**config.mk**
```make
export PLATFORM = sky130hd
export DESIGN_NAME = scl_legality
export DESIGN_NICKNAME = d
export VERILOG_FILES = /design/src/rtl/scl_pkg.sv /design/src/rtl/scl_cmd_if.sv /design/src/rtl/scl_decode.sv /design/src/rtl/scl_legality.sv
export SDC_FILE = /design/constraint.sdc
export NUM_CORES = 1
export LEC_CHECK = 0
export ABC_CLOCK_PERIOD_IN_PS = 10000
export BUFFER_PORTS_ARGS = -buffer_cell sky130_fd_sc_hd__buf_4
export CAP_MARGIN = 0
export CORE_UTILIZATION = 60
export DETAILED_ROUTE_END_ITERATION = 10
export PLACE_DENSITY = 0.77
export RECOVER_POWER = 100
export SETUP_SLACK_MARGIN = 0.05
export SYNTH_ARGS = -nofsm -noshare
export SYNTH_HDL_FRONTEND = slang
export SYNTH_SLANG_ARGS = --single-unit
```
**constraint.sdc**
```tcl
create_clock -name i_mclk -period 10 [get_ports i_mclk]
set_input_delay 1 -clock i_mclk [delete_from_list [all_inputs] [get_ports i_mclk]]
set_output_delay 1 -clock i_mclk [all_outputs]
set_load 0.02 [all_outputs]
```
**src/rtl/scl_pkg.sv**
```systemverilog
// scl_pkg: shared constants and types for the command legality checker.
// assumes a four-bank device with one controller driving command pins.
package scl_pkg;

    // ------------------------------------------------------------
    // sizes
    // ------------------------------------------------------------
    localparam int NUM_BANKS      = 4;
    localparam int BANK_W         = 2;
    localparam int CNT_W          = 8;
    localparam int BURST_BOUNDARY = 4;

    // ------------------------------------------------------------
    // timing counts (cycles at 40 MHz, defaults)
    // ------------------------------------------------------------
    localparam logic [CNT_W-1:0] MODE_SET_DELAY_CYC      = 8'h02;
    localparam logic [CNT_W-1:0] REFRESH_CYCLE_TIME_CYC  = 8'h05;
    localparam logic [CNT_W-1:0] ACT_TO_COL_DELAY_CYC    = 8'h01;
    localparam logic [CNT_W-1:0] WRITE_TO_READ_DELAY_CYC = 8'h01;
    localparam logic [CNT_W-1:0] WRITE_RECOVERY_CYC      = 8'h02;
    localparam logic [CNT_W-1:0] PRECHARGE_CYC           = 8'h01;
    localparam logic [CNT_W-1:0] READ_BURST_CYC          = 8'h04;

    // ------------------------------------------------------------
    // decoded commands and per-bank states
    // ------------------------------------------------------------
    typedef enum logic [3:0] {
        SCL_DESELECT, SCL_NOP, SCL_READ, SCL_WRITE, SCL_ACTIVATE,
        SCL_PRECHARGE, SCL_REFRESH, SCL_MODE_SET
    } scl_cmd_t;

    typedef enum logic [2:0] {
        SCL_IDLE, SCL_ACTIVATING, SCL_ACTIVE, SCL_READING, SCL_WRITING,
        SCL_PRECHARGING
    } scl_bank_t;

    typedef enum logic [1:0] {
        SCL_G_NORMAL, SCL_G_MODE_SET, SCL_G_REFRESH
    } scl_glob_t;

endpackage

```
**src/rtl/scl_cmd_if.sv**
```systemverilog
// scl_cmd_if: decoded command carried from decoder to bank tracker.
// assumes one clock domain; fields are registered by the decoder.
`timescale 1ns/1ps
interface scl_cmd_if;
    import scl_pkg::*;
    scl_cmd_t          cmd;
    logic [BANK_W-1:0] bank;
    logic              a10;
    logic              valid;
    modport src (output cmd, bank, a10, valid);
    modport dst (input  cmd, bank, a10, valid);
endinterface

```
**src/rtl/scl_decode.sv**
```systemverilog
// scl_decode: samples command pins and decodes the command.
// assumes pins are synchronous to i_mclk (controller on the same clock).
`timescale 1ns/1ps
module scl_decode
    import scl_pkg::*;
(
    // clock and reset
    input  wire logic              i_mclk,
    input  wire logic              i_rst,
    // command pins
    input  wire logic              i_cs_n,
    input  wire logic              i_ras_n,
    input  wire logic              i_cas_n,
    input  wire logic              i_we_n,
    input  wire logic [BANK_W-1:0] i_bank,
    input  wire logic              i_a10,
    // decoded output
    scl_cmd_if.src                 o_cmd
);

    scl_cmd_t cmd_next;

    always_comb begin
        cmd_next = SCL_NOP;
        if (i_cs_n) begin
            cmd_next = SCL_DESELECT;
        end else begin
            case ({i_ras_n, i_cas_n, i_we_n})
                3'h7: cmd_next = SCL_NOP;
                3'h5: cmd_next = SCL_READ;
                3'h4: cmd_next = SCL_WRITE;
                3'h3: cmd_next = SCL_ACTIVATE;
                3'h2: cmd_next = SCL_PRECHARGE;
                3'h1: cmd_next = SCL_REFRESH;
                3'h0: cmd_next = SCL_MODE_SET;
                default: cmd_next = SCL_NOP;
            endcase
        end
    end

    always_ff @(posedge i_mclk or posedge i_rst) begin
        if (i_rst) begin
            o_cmd.cmd   <= SCL_DESELECT;
            o_cmd.bank  <= '0;
            o_cmd.a10   <= 1'b0;
            o_cmd.valid <= 1'b0;
        end else begin
            o_cmd.cmd   <= cmd_next;
            o_cmd.bank  <= i_bank;
            o_cmd.a10   <= i_a10;
            o_cmd.valid <= 1'b1;
        end
    end

endmodule

```
**src/rtl/scl_legality.sv**
```systemverilog
// scl_legality: per-bank command legality and return-to-idle tracking.
// assumes the controller is on i_mclk; pins are sampled without synchronisers.
// How it works
// - after mode set only idle commands; idle after delay
// - busy-bank command judged by addressed bank
// - read burst interruption only on four-beat boundary; write bursts end with write recovery
// - column during activate allowed if latency covers
// - read in write recovery always flagged; legal once bank is active again
// - decode pins; cs high deselect; others ignored
// - during refresh only idle commands; idle after
`timescale 1ns/1ps
module scl_legality
    import scl_pkg::*;
#(
    parameter logic [CNT_W-1:0] P_MODE_SET_DELAY   = MODE_SET_DELAY_CYC,
    parameter logic [CNT_W-1:0] P_REFRESH_CYCLE    = REFRESH_CYCLE_TIME_CYC,
    parameter logic [CNT_W-1:0] P_ACT_TO_COL       = ACT_TO_COL_DELAY_CYC,
    parameter logic [CNT_W-1:0] P_WRITE_TO_READ    = WRITE_TO_READ_DELAY_CYC
)
(
    // clock and reset
    input  wire logic                 i_mclk,
    input  wire logic                 i_rst,
    // command pins from the controller
    input  wire logic                 i_cs_n,
    input  wire logic                 i_ras_n,
    input  wire logic                 i_cas_n,
    input  wire logic                 i_we_n,
    input  wire logic [BANK_W-1:0]    i_bank,
    input  wire logic                 i_a10,
    // mode configuration
    input  wire logic [CNT_W-1:0]     i_additive_latency,
    // status
    output logic                      o_illegal,
    output logic [NUM_BANKS-1:0]      o_bank_idle,
    output logic                      o_all_idle,
    output logic                      o_mode_setting,
    output logic                      o_refreshing
);

    // ------------------------------------------------------------
    // decode
    // ------------------------------------------------------------
    scl_cmd_if cmd_bus ();

    scl_decode scl_decode_inst (
        .i_mclk  (i_mclk),
        .i_rst   (i_rst),
        .i_cs_n  (i_cs_n),
        .i_ras_n (i_ras_n),
        .i_cas_n (i_cas_n),
        .i_we_n  (i_we_n),
        .i_bank  (i_bank),
        .i_a10   (i_a10),
        .o_cmd   (cmd_bus.src)
    );

    scl_cmd_t          cmd;
    logic [BANK_W-1:0] bsel;
    assign cmd  = cmd_bus.valid ? cmd_bus.cmd : SCL_DESELECT;
    assign bsel = cmd_bus.bank;

    // ------------------------------------------------------------
    // per-bank state
    // ------------------------------------------------------------
    scl_bank_t        bank_reg [NUM_BANKS];
    logic [CNT_W-1:0] bcnt_reg [NUM_BANKS];
    logic [CNT_W-1:0] wtr_reg  [NUM_BANKS];
    logic [1:0]       beat_reg [NUM_BANKS];
    logic [NUM_BANKS-1:0] idle_vec;
    logic [NUM_BANKS-1:0] bad_vec;

    scl_glob_t        glob_reg;
    logic [CNT_W-1:0] gcnt_reg;
    logic             all_idle;

    assign all_idle = &idle_vec;

    genvar gi;
    generate
        for (gi = 0; gi < NUM_BANKS; gi++) begin : g_bank
            logic hit;
            logic bad;
            logic al_covers;
            assign hit       = (bsel == BANK_W'(gi));
            assign al_covers = (i_additive_latency >= P_ACT_TO_COL);
            assign idle_vec[gi] = (bank_reg[gi] == SCL_IDLE);

            // a command to another bank is judged only by that bank
            always_comb begin
                bad = 1'b0;
                if (hit && glob_reg == SCL_G_NORMAL) begin
                    case (bank_reg[gi])
                        SCL_IDLE:
                            bad = (cmd == SCL_READ) || (cmd == SCL_WRITE);
                        SCL_ACTIVATING:
                            bad = (cmd == SCL_ACTIVATE) || (cmd == SCL_PRECHARGE)
                                || (((cmd == SCL_READ) || (cmd == SCL_WRITE))
                                    && !al_covers);
                        SCL_ACTIVE:
                            bad = (cmd == SCL_ACTIVATE);
                        SCL_READING, SCL_WRITING:
                            bad = (cmd == SCL_ACTIVATE)
                                || (((cmd == SCL_READ) || (cmd == SCL_WRITE))
                                    && beat_reg[gi] != 2'h0)
                                || ((cmd == SCL_READ) && bank_reg[gi] == SCL_WRITING
                                    && wtr_reg[gi] != '0);
                        SCL_PRECHARGING:
                            bad = (cmd == SCL_READ) || (cmd == SCL_WRITE)
                                || (cmd == SCL_ACTIVATE);
                        default: bad = 1'b0;
                    endcase
                end
            end
            assign bad_vec[gi] = bad;

            always_ff @(posedge i_mclk or posedge i_rst) begin
                if (i_rst) begin
                    bank_reg[gi] <= SCL_IDLE;
                    bcnt_reg[gi] <= '0;
                    wtr_reg[gi]  <= '0;
                    beat_reg[gi] <= 2'h0;
                end else begin
                    // beat counter wraps every four-beat boundary
                    beat_reg[gi] <= beat_reg[gi] + 2'h1;
                    if (wtr_reg[gi] != '0) begin
                        wtr_reg[gi] <= wtr_reg[gi] - 8'h01;
                    end
                    if (bcnt_reg[gi] != '0) begin
                        bcnt_reg[gi] <= bcnt_reg[gi] - 8'h01;
                    end
                    if (glob_reg != SCL_G_NORMAL) begin
                        bank_reg[gi] <= SCL_IDLE;
                    end else if (!bad_vec[gi] && hit && cmd == SCL_ACTIVATE) begin
                        bank_reg[gi] <= SCL_ACTIVATING;
                        bcnt_reg[gi] <= P_ACT_TO_COL;
                    end else if (!bad_vec[gi] && hit
                                 && (cmd == SCL_READ || cmd == SCL_WRITE)) begin
                        bank_reg[gi] <= (cmd == SCL_READ) ? SCL_READING : SCL_WRITING;
                        bcnt_reg[gi] <= (cmd == SCL_READ) ? READ_BURST_CYC
                                                          : WRITE_RECOVERY_CYC;
                        beat_reg[gi] <= 2'h1;
                        if (cmd == SCL_WRITE) begin
                            wtr_reg[gi] <= P_WRITE_TO_READ;
                        end
                    end else if (cmd == SCL_PRECHARGE && (hit || cmd_bus.a10)
                                 && !bad_vec[gi] && bank_reg[gi] != SCL_IDLE) begin
                        bank_reg[gi] <= SCL_PRECHARGING;
                        bcnt_reg[gi] <= PRECHARGE_CYC;
                    end else if (bcnt_reg[gi] == 8'h01 || bcnt_reg[gi] == '0) begin
                        case (bank_reg[gi])
                            SCL_ACTIVATING, SCL_READING, SCL_WRITING:
                                bank_reg[gi] <= SCL_ACTIVE;
                            SCL_PRECHARGING:
                                bank_reg[gi] <= SCL_IDLE;
                            default: bank_reg[gi] <= bank_reg[gi];
                        endcase
                    end
                end
            end
        end
    endgenerate

    // ------------------------------------------------------------
    // global mode-set and refresh states
    // ------------------------------------------------------------
    logic glob_bad;

    always_comb begin
        glob_bad = 1'b0;
        case (glob_reg)
            // only deselect or no-operation while mode set or refresh runs
            SCL_G_MODE_SET, SCL_G_REFRESH:
                glob_bad = (cmd != SCL_DESELECT) && (cmd != SCL_NOP);
            default:
                glob_bad = ((cmd == SCL_REFRESH) || (cmd == SCL_MODE_SET))
                           && !all_idle;
        endcase
    end

    always_ff @(posedge i_mclk or posedge i_rst) begin
        if (i_rst) begin
            glob_reg <= SCL_G_NORMAL;
            gcnt_reg <= '0;
        end else begin
            case (glob_reg)
                SCL_G_NORMAL: begin
                    if (cmd == SCL_MODE_SET && all_idle) begin
                        glob_reg <= SCL_G_MODE_SET;
                        gcnt_reg <= P_MODE_SET_DELAY;
                    end else if (cmd == SCL_REFRESH && all_idle) begin
                        glob_reg <= SCL_G_REFRESH;
                        gcnt_reg <= P_REFRESH_CYCLE;
                    end
                end
                default: begin
                    // timed wait; delay held as a counter
                    if (gcnt_reg <= 8'h01) begin
                        glob_reg <= SCL_G_NORMAL;
                        gcnt_reg <= '0;
                    end else begin
                        gcnt_reg <= gcnt_reg - 8'h01;
                    end
                end
            endcase
        end
    end

    // ------------------------------------------------------------
    // outputs, all registered
    // ------------------------------------------------------------
    always_ff @(posedge i_mclk or posedge i_rst) begin
        if (i_rst) begin
            o_illegal      <= 1'b0;
            o_bank_idle    <= '1;
            o_all_idle     <= 1'b1;
            o_mode_setting <= 1'b0;
            o_refreshing   <= 1'b0;
        end else begin
            // flag only; the device does not promise anything afterwards
            o_illegal      <= glob_bad || (|bad_vec);
            o_bank_idle    <= idle_vec;
            o_all_idle     <= all_idle && glob_reg == SCL_G_NORMAL;
            o_mode_setting <= (glob_reg == SCL_G_MODE_SET);
            o_refreshing   <= (glob_reg == SCL_G_REFRESH);
        end
    end

endmodule

```
==> reports/metrics.csv, run 1 <==
stage,metric,value,unit
status,status,finished with violations,
status,failing checks,"capacitance limit, slew limit",
synth,Syn Area/Cell,8.91,sq um
detailed_routing,1st-iter DRT viols,399,
synth,ys async rst share,100,%
synth,Synth Instances,715,
synth,Synth area leaders,"dfrtp_1, nor2_1, ha_1, xnor2_1, nand2_1",
timing,Setup Skew,15.1,ps
synth,Syn Std Cell Area,6370,sq um
clock_tree,clock-pin slew on the worst setup and hold paths,100,ps
floorplan,die area,11000,sq um
timing,Slew headroom,-109,%
critical_path,Startpoint Class,input pin,
timing,Final Cycle Share,48.2,%
timing,Worst-Margin Slew,3140,ps
synth,Mapped Nets,757,
grt,total track usage,26.5,%
power,clock share of power,12.7,%
power,Leak Pwr,2.91,nW
power,Max VDD drop,0.188,mV
timing,count of final max-slew check failures,112,
grt,initial antenna violation count,0,
timing,total negative slack,0,ps
timing,Fmax,207,MHz
floorplan,Starting Density,61.7,%
hold_path,type of the most critical hold path,reg -> reg,
detailed_routing,WL final,13.7,mm
detailed_routing,vias,5260,
finish,layout cells sized above 1,6.81,%
clock_tree,Max clock buf depth,2,
power,Net Sw Frac,42.2,%
detailed_routing,met1 WL,6.21,mm
detailed_routing,Final ANT Viol Nets,0,
floorplan,I/O Pins,25,
finish,multi-input gate area in the final layout,3310,sq um
critical_path,crit end category,async pin,
critical_path,WP data required,9810,ps
detailed_routing,met2 routed WL,6.53,mm
clock_tree,htree depth,3,
grt,first-pass GRT wire length,23.4,mm
detailed_routing,Vias/cell,6.05,
synth,Synth area leader,dfrtp_1,
critical_path,endpoint arrival time on the critical path,4630,ps
power,Sw Pwr,0.000795,W
clock_tree,number of setup buffers added after CTS,0,
grt,grt ovf,0,
clock_tree,worst-skew pair later-pin latency,390,ps
synth,sequential area share after synthesis,42.9,%
power,Combinational Power Share,42.2,%
synth,Main synth FF type,dfrtp_1,
synth,Yosys warnings,0,
clock_tree,TritonCTS Buffers,9,
power,sequential group share of total power,45.0,%
grt,number of global-route vias before repair,5105,
clock_tree,Root Driver,clkbuf_8,
synth,Yosys cell types,76,
place,IO Port Bufs,24,
detailed_routing,DRC Markers,0,
synth,Yosys top cell area share,40.8,%
power,total power,0.00188,W
place,GP Congestion,0.902,
detailed_routing,WL per Instance,15.8,um
detailed_routing,TritonRoute pass-1 iters,6,
clock_tree,Clock Sinks,109,
grt,largest net degree at the start of global routing,61,
finish,n_diodes,0,
timing,final hold vios,0,
detailed_routing,Met3 Wirelength,779,um
place,post-DP HPWL,9.94,mm
finish,layout net count,771,
power,P per Cell Area,280,nW/um^2
timing,RSZ-0062 raised after global routing,no,
clock_tree,Post-CTS Resized,0,
timing,final setup fails,0,
finish,Layout area overhead,5.34,%
floorplan,Die Ht,105,um
synth,synthesis-stage register bit count,109,
flow_run,max-cap violations,2,
timing,Tmin final,4820,ps
floorplan,Rows,37,
power,Pint,0.00109,W
critical_path,critical path peak fanout,60,
clock_tree,CTS tree,built,
floorplan,core box area,10300,sq um
clock_tree,CTS Hold Buffers Added,0,
finish,Seq. cell area,2730,sq um
finish,FILL cells,862,
synth,count of flip-flops with a built-in enable after synthesis,0,
floorplan,DIE WIDTH,105,um
critical_path,CP Class,in -> async,
detailed_routing,uppermost layer routed,met4,
==> stage by stage <==
step	std cells	setup WS [ps]	hold WS, ps	util (%)	area, sq um
after floorplan	715	6130	406	-	6370
after global placement	854	6910	416	64.2	6630
after detailed placement	854	6840	431	64.2	6630
after CTS	870	7080	445	65.8	6790
after global routing	870	4100	460	65.0	6710
final	870	5180	439	65.0	6710
==> layer usage <==
layer	GRT usage, %	up-vias
met4	7.24	0
met2	43.9	171
met1	35.1	2526
met5	0	-
li1	-	2543
met3	5.80	20
==> Yosys cell counts, drive strengths merged, types with 6 or more instances <==
cell    count
a21oi      45
nor2b      12
clkbuf     14
nand2b     12
nand2      67
o21ai      40
buf        10
inv        42
nor3       27
a211oi      8
xor2       11
and2        8
or4         6
nor3b       7
nand4       7
and3        6
nor4       11
o22ai       7
nor2       93
ha         25
nand3      22
dfrtp     104
xnor2      35
o211ai      6
o31ai       6
==> cells in the final DEF (no fill, tap or decap), types with 5 or more instances in the layout <==
master and count:
nor4_1 10, clkbuf_1 11, clkbuf_8 10, buf_4 12
o22ai_1 7, dfrtp_1 104, nor3_1 27, and3_1 6
clkbuf_4 5, nor3b_1 6, ha_1 25, or4_1 6
inv_1 41, and2_0 6, o211ai_1 6, a211oi_1 8
a21oi_1 45, o31ai_1 6, nand2_1 67, o21a_1 5
or3_1 5, xor2_1 11, nor2b_1 12, nand3_1 22
dfstp_2 5, nand4_1 7, nand2b_1 12, nor2_1 93
o21ai_0 40, xnor2_1 35
==> layout make-up <==
type / count / share of cell area (%)
multi-input cells: 540 / 49.4
flip-flops and latches: 109 / 40.7
well taps: 136 / 2.54
repair buffers: 27 / 2.46
inverters: 42 / 2.37
clock buffers: 11 / 2.11
clock inverters: 5 / 0.410
==> worst max-delay path: stages <==
cell and delay (ps):
clkbuf_4 110, clkinvlp_2 1170, clkbuf_1 2290
==> power by group through the flow <==
stage                     logic, W  registers, W  clock network (W)
after floorplan           0.000661      0.000792                  0
after global placement    0.000771      0.000840                  0
after detailed placement  0.000810      0.000851                  0
after CTS                 0.000813      0.000846           0.000250
after global routing      0.000900      0.000875           0.000266
final                     0.000794      0.000848           0.000240
==> path summary, 6_finish.rpt <==
check	startpoint	to	slack, ps	depth (start not counted)
worst max register to register	scl_decode_inst.o_cmd.cmd[0]$_DFF_PP0_	bcnt_reg[16]$_DFF_PP0_	6440	7
worst min register to register	beat_reg[0]$_DFF_PP0_	beat_reg[0]$_DFF_PP0_	440	1
max in group i_mclk	scl_decode_inst.o_cmd.cmd[0]$_DFF_PP0_	bcnt_reg[16]$_DFF_PP0_	6440	7
worst min-delay path	beat_reg[0]$_DFF_PP0_	beat_reg[0]$_DFF_PP0_	440	1
min in group asynchronous	i_rst	wtr_reg[18]$_DFF_PP0_	1150	2
worst max-delay path	i_rst	gcnt_reg[6]$_DFFE_PP0P_	5180	3
==> logic make-up after synthesis <==
logic type	synth area share (%)
XOR/XNOR	6.32
multiplexers	0.805
flip-flops	42.9
adder cells (fa/ha/maj)	4.91
AO/OA/AOI/OAI	16.9
buffers and inverters	4.38
other	0.0589
AND/OR/NAND/NOR	23.8
Note: power is estimated with default switching activity, not from simulation.
==> run 2: changes to the inputs <==
ABC_AREA = 1   (was default)
ABC_CLOCK_PERIOD_IN_PS = 4140   (was 10000)
CORE_UTILIZATION = 56   (was 60)
PLACE_DENSITY = 0.75   (was 0.77)
clock period = 4.14 ns   (was 10 ns; I/O delays follow)
==> run 2 against run 1 <==
The flow still finishes with violations (capacitance limit, slew limit). Synthesized area rose by 1.0%. Clock skew is 6.9 ps lower. Via count rose by 4.8%. Final area rose by 4.5%. Critical endpoint is now bcnt_reg[7]$_DFF_PP0_. Largest cell class unchanged. Largest power group is now combinational logic.
==> reports/metrics.csv, run 2 <==
stage,metric,value,unit
status,status,finished with violations,
status,failing checks,"capacitance limit, slew limit",
finish,Finished Core Util,63.6,%
floorplan,I/O Pins,25,
synth,Synth area leaders,"dfrtp_1, nand2_1, inv_1, nor2_1, ha_1",
synth,Syn Area/Cell,7.63,sq um
synth,synthesis-stage register bit count,109,
grt,grt ovf,0,
critical_path,crit-path max cell delay,430,ps
synth,sequential area share after synthesis,42.5,%
clock_tree,Clock Sinks,109,
floorplan,Starting Density,58.4,%
timing,total negative slack,0,ps
critical_path,Crit path top cell by count,nand2_1,
hold_path,HP Start,i_a10,
synth,Yosys top cell area share,40.4,%
power,Leak Pwr,3.71,nW
synth,ys async rst share,100,%
critical_path,critical path peak fanout,12,
detailed_routing,vias,5514,
finish,"commonest cells after routing, fill and taps aside","nand2_1, inv_1, nor2_1, dfrtp_1, o21ai_0",
detailed_routing,Vias/cell,5.40,
clock_tree,TritonCTS Buffers,9,
clock_tree,CTS Hold Buffers Added,0,
timing,Tmin final,2850,ps
timing,Setup Skew,8.25,ps
critical_path,Worst R2R Setup Slack,1290,ps
timing,final setup fails,0,
finish,Layout area overhead,8.94,%
floorplan,Rows,38,
detailed_routing,WL final,13.6,mm
synth,Main synth FF type,dfrtp_1,
floorplan,Die Ht,109,um
clock_tree,worst-skew pair later-pin latency,350,ps
timing,Worst-Margin Slew,1710,ps
critical_path,WP data required,4410,ps
clock_tree,clock-pin slew on the worst setup and hold paths,70,ps
grt,initial antenna violation count,0,
flow_run,max-cap violations,2,
timing,final hold vios,0,
critical_path,endpoint arrival time on the critical path,3120,ps
finish,layout cells sized above 1,6.24,%
timing,count of final max-slew check failures,75,
grt,largest net degree at the start of global routing,41,
clock_tree,Post-CTS Resized,0,
synth,Synth Instances,844,
critical_path,CP max stage cell,dfrtp_1,
clock_tree,Root Driver,clkbuf_16,
place,post-DP HPWL,9.95,mm
synth,Yosys cell types,46,
critical_path,launch point of the worst path,scl_decode_inst.o_cmd.cmd[2]$_DFF_PP0_,
clock_tree,htree depth,3,
finish,layout net count,918,
place,IO Port Bufs,24,
hold_path,type of the most critical hold path,in -> reg,
detailed_routing,1st-iter DRT viols,366,
critical_path,CP Cell Sequence,inv_1 > nand3_1 > nor2_1 > nand2_1 > nand2_1 > nand2_1 > nand3_1 > nand2_1 > nand3_1 > nand2_1 > nor2_1 > nor2_1 > nor2_1,
finish,n_diodes,0,
power,Max VDD drop,0.618,mV
timing,Final Cycle Share,68.8,%
detailed_routing,WL per Instance,13.3,um
power,P per Cell Area,706,nW/um^2
critical_path,CP Class,reg -> reg,
timing,Slew headroom,-14.1,%
floorplan,core box area,11000,sq um
critical_path,Startpoint Class,flip-flop,
synth,Yosys warnings,0,
place,GP Congestion,0.923,
clock_tree,CTS tree,built,
critical_path,CP bufs+invs,1,
grt,total track usage,24.7,%
timing,RSZ-0062 raised after global routing,no,
clock_tree,Max clock buf depth,2,
synth,Post-synth top cells,"nand2_1, inv_1, nor2_1",
floorplan,DIE WIDTH,109,um
grt,first-pass GRT wire length,23.2,mm
synth,Syn Std Cell Area,6440,sq um
grt,number of global-route vias before repair,5343,
timing,Fmax,351,MHz
detailed_routing,DRC Markers,0,
synth,Mapped Nets,886,
synth,Synth area leader,dfrtp_1,
critical_path,crit end category,flip-flop,
finish,"commonest non-fill, non-tap cell in the layout",nand2_1,
detailed_routing,TritonRoute pass-1 iters,5,
synth,cell with the most instances after synthesis,nand2_1,
critical_path,cell family with the largest share of critical-path delay,simple AND/OR/NAND/NOR gates,
synth,count of flip-flops with a built-in enable after synthesis,0,
detailed_routing,Final ANT Viol Nets,0,
clock_tree,number of setup buffers added after CTS,0,
floorplan,die area,11900,sq um
critical_path,FF-to-FF Start,scl_decode_inst.o_cmd.cmd[2]$_DFF_PP0_,
run 2: cell count changes in the layout (fill, tap and decap cells not counted), moves of 12 or more:
cell / change
nor2_1: +28
nor2b_1: -12
o21ai_0: +30
nand2b_1: -12
inv_1: +97
a21oi_1: -19
xor2_1: +19
xnor2_1: -28
nand3_1: +34
nand2_1: +94
run 2: worst paths after layout:
kind	end	cells past startpoint
worst min-delay path	scl_decode_inst.o_cmd.a10$_DFF_PP0_	1
worst max register to register	bcnt_reg[7]$_DFF_PP0_	13
min in group asynchronous	gcnt_reg[1]$_DFFE_PP0P_	2
worst max-delay path	bcnt_reg[7]$_DFF_PP0_	13
worst min register to register	beat_reg[6]$_DFF_PP0_	1
max in group asynchronous	bcnt_reg[15]$_DFF_PP0_	3
run 2: report_power, final:
group | internal [W] | leakage, nW | switching [W]
combinational | 0.000820 | 2.19 | 0.00131
sequential | 0.00151 | 1.36 | 0.000320
clock | 0.000608 | 0.163 | 0.000377
total | 0.00294 | 3.71 | 0.00201
run 2: metrics by stage:
stage	total power [W]	hold slack, ps	instance area (sq um)	setup WS [ps]	instances
finish	0.00495	188	7010	1290	1021
floorplan	0.00353	409	6440	860	844
detailed placement	0.00404	426	6790	1560	1005
CTS	0.00506	108	7130	1540	1021
global route	0.00540	178	7010	797	1021
global placement	0.00393	423	6790	1710	1005
run 2: worst reg2reg max path, stage by stage, from the launching register on:
cell and delay (ps):
dfrtp_1 430, inv_1 90, nand3_1 420, nor2_1 230, nand2_1 90, nand2_1 180
nand2_1 80, nand3_1 90, nand2_1 110, nand3_1 240, nand2_1 140, nor2_1 340
nor2_1 180, nor2_1 150
run 2: kinds of logic (layout without fill, tap and decap cells):
kind of cell / count (synthesis) / count (layout) / synth area share, %
and+or+nand+nor: 408 / 408 / 28.9
other: 1 / 1 / 0.0583
AOI/OAI and AO/OA: 116 / 116 / 9.97
xor gates and xnor gates: 37 / 37 / 5.03
buffers and inverters: 148 / 185 / 8.71
DFF: 109 / 109 / 42.5
adders and majority gates: 25 / 25 / 4.86
run 2: cell type report:
cell class	count	area, sq um
Clock buffer	12	246
Timing Repair Buffer	27	165
Clock inverter	4	97.6
Sequential cell	109	2730
Tap cell	140	175
Multi-Input combinational cell	587	3060
Fill cell	988	4020
Inverter	142	534
run 2: layer usage:
layer  track usage (%)  part of all wire (%)
met5                 0                     0
met4              9.62                   2.3
met3              5.80                   5.2
met2              41.1                    47
met1              31.2                    45
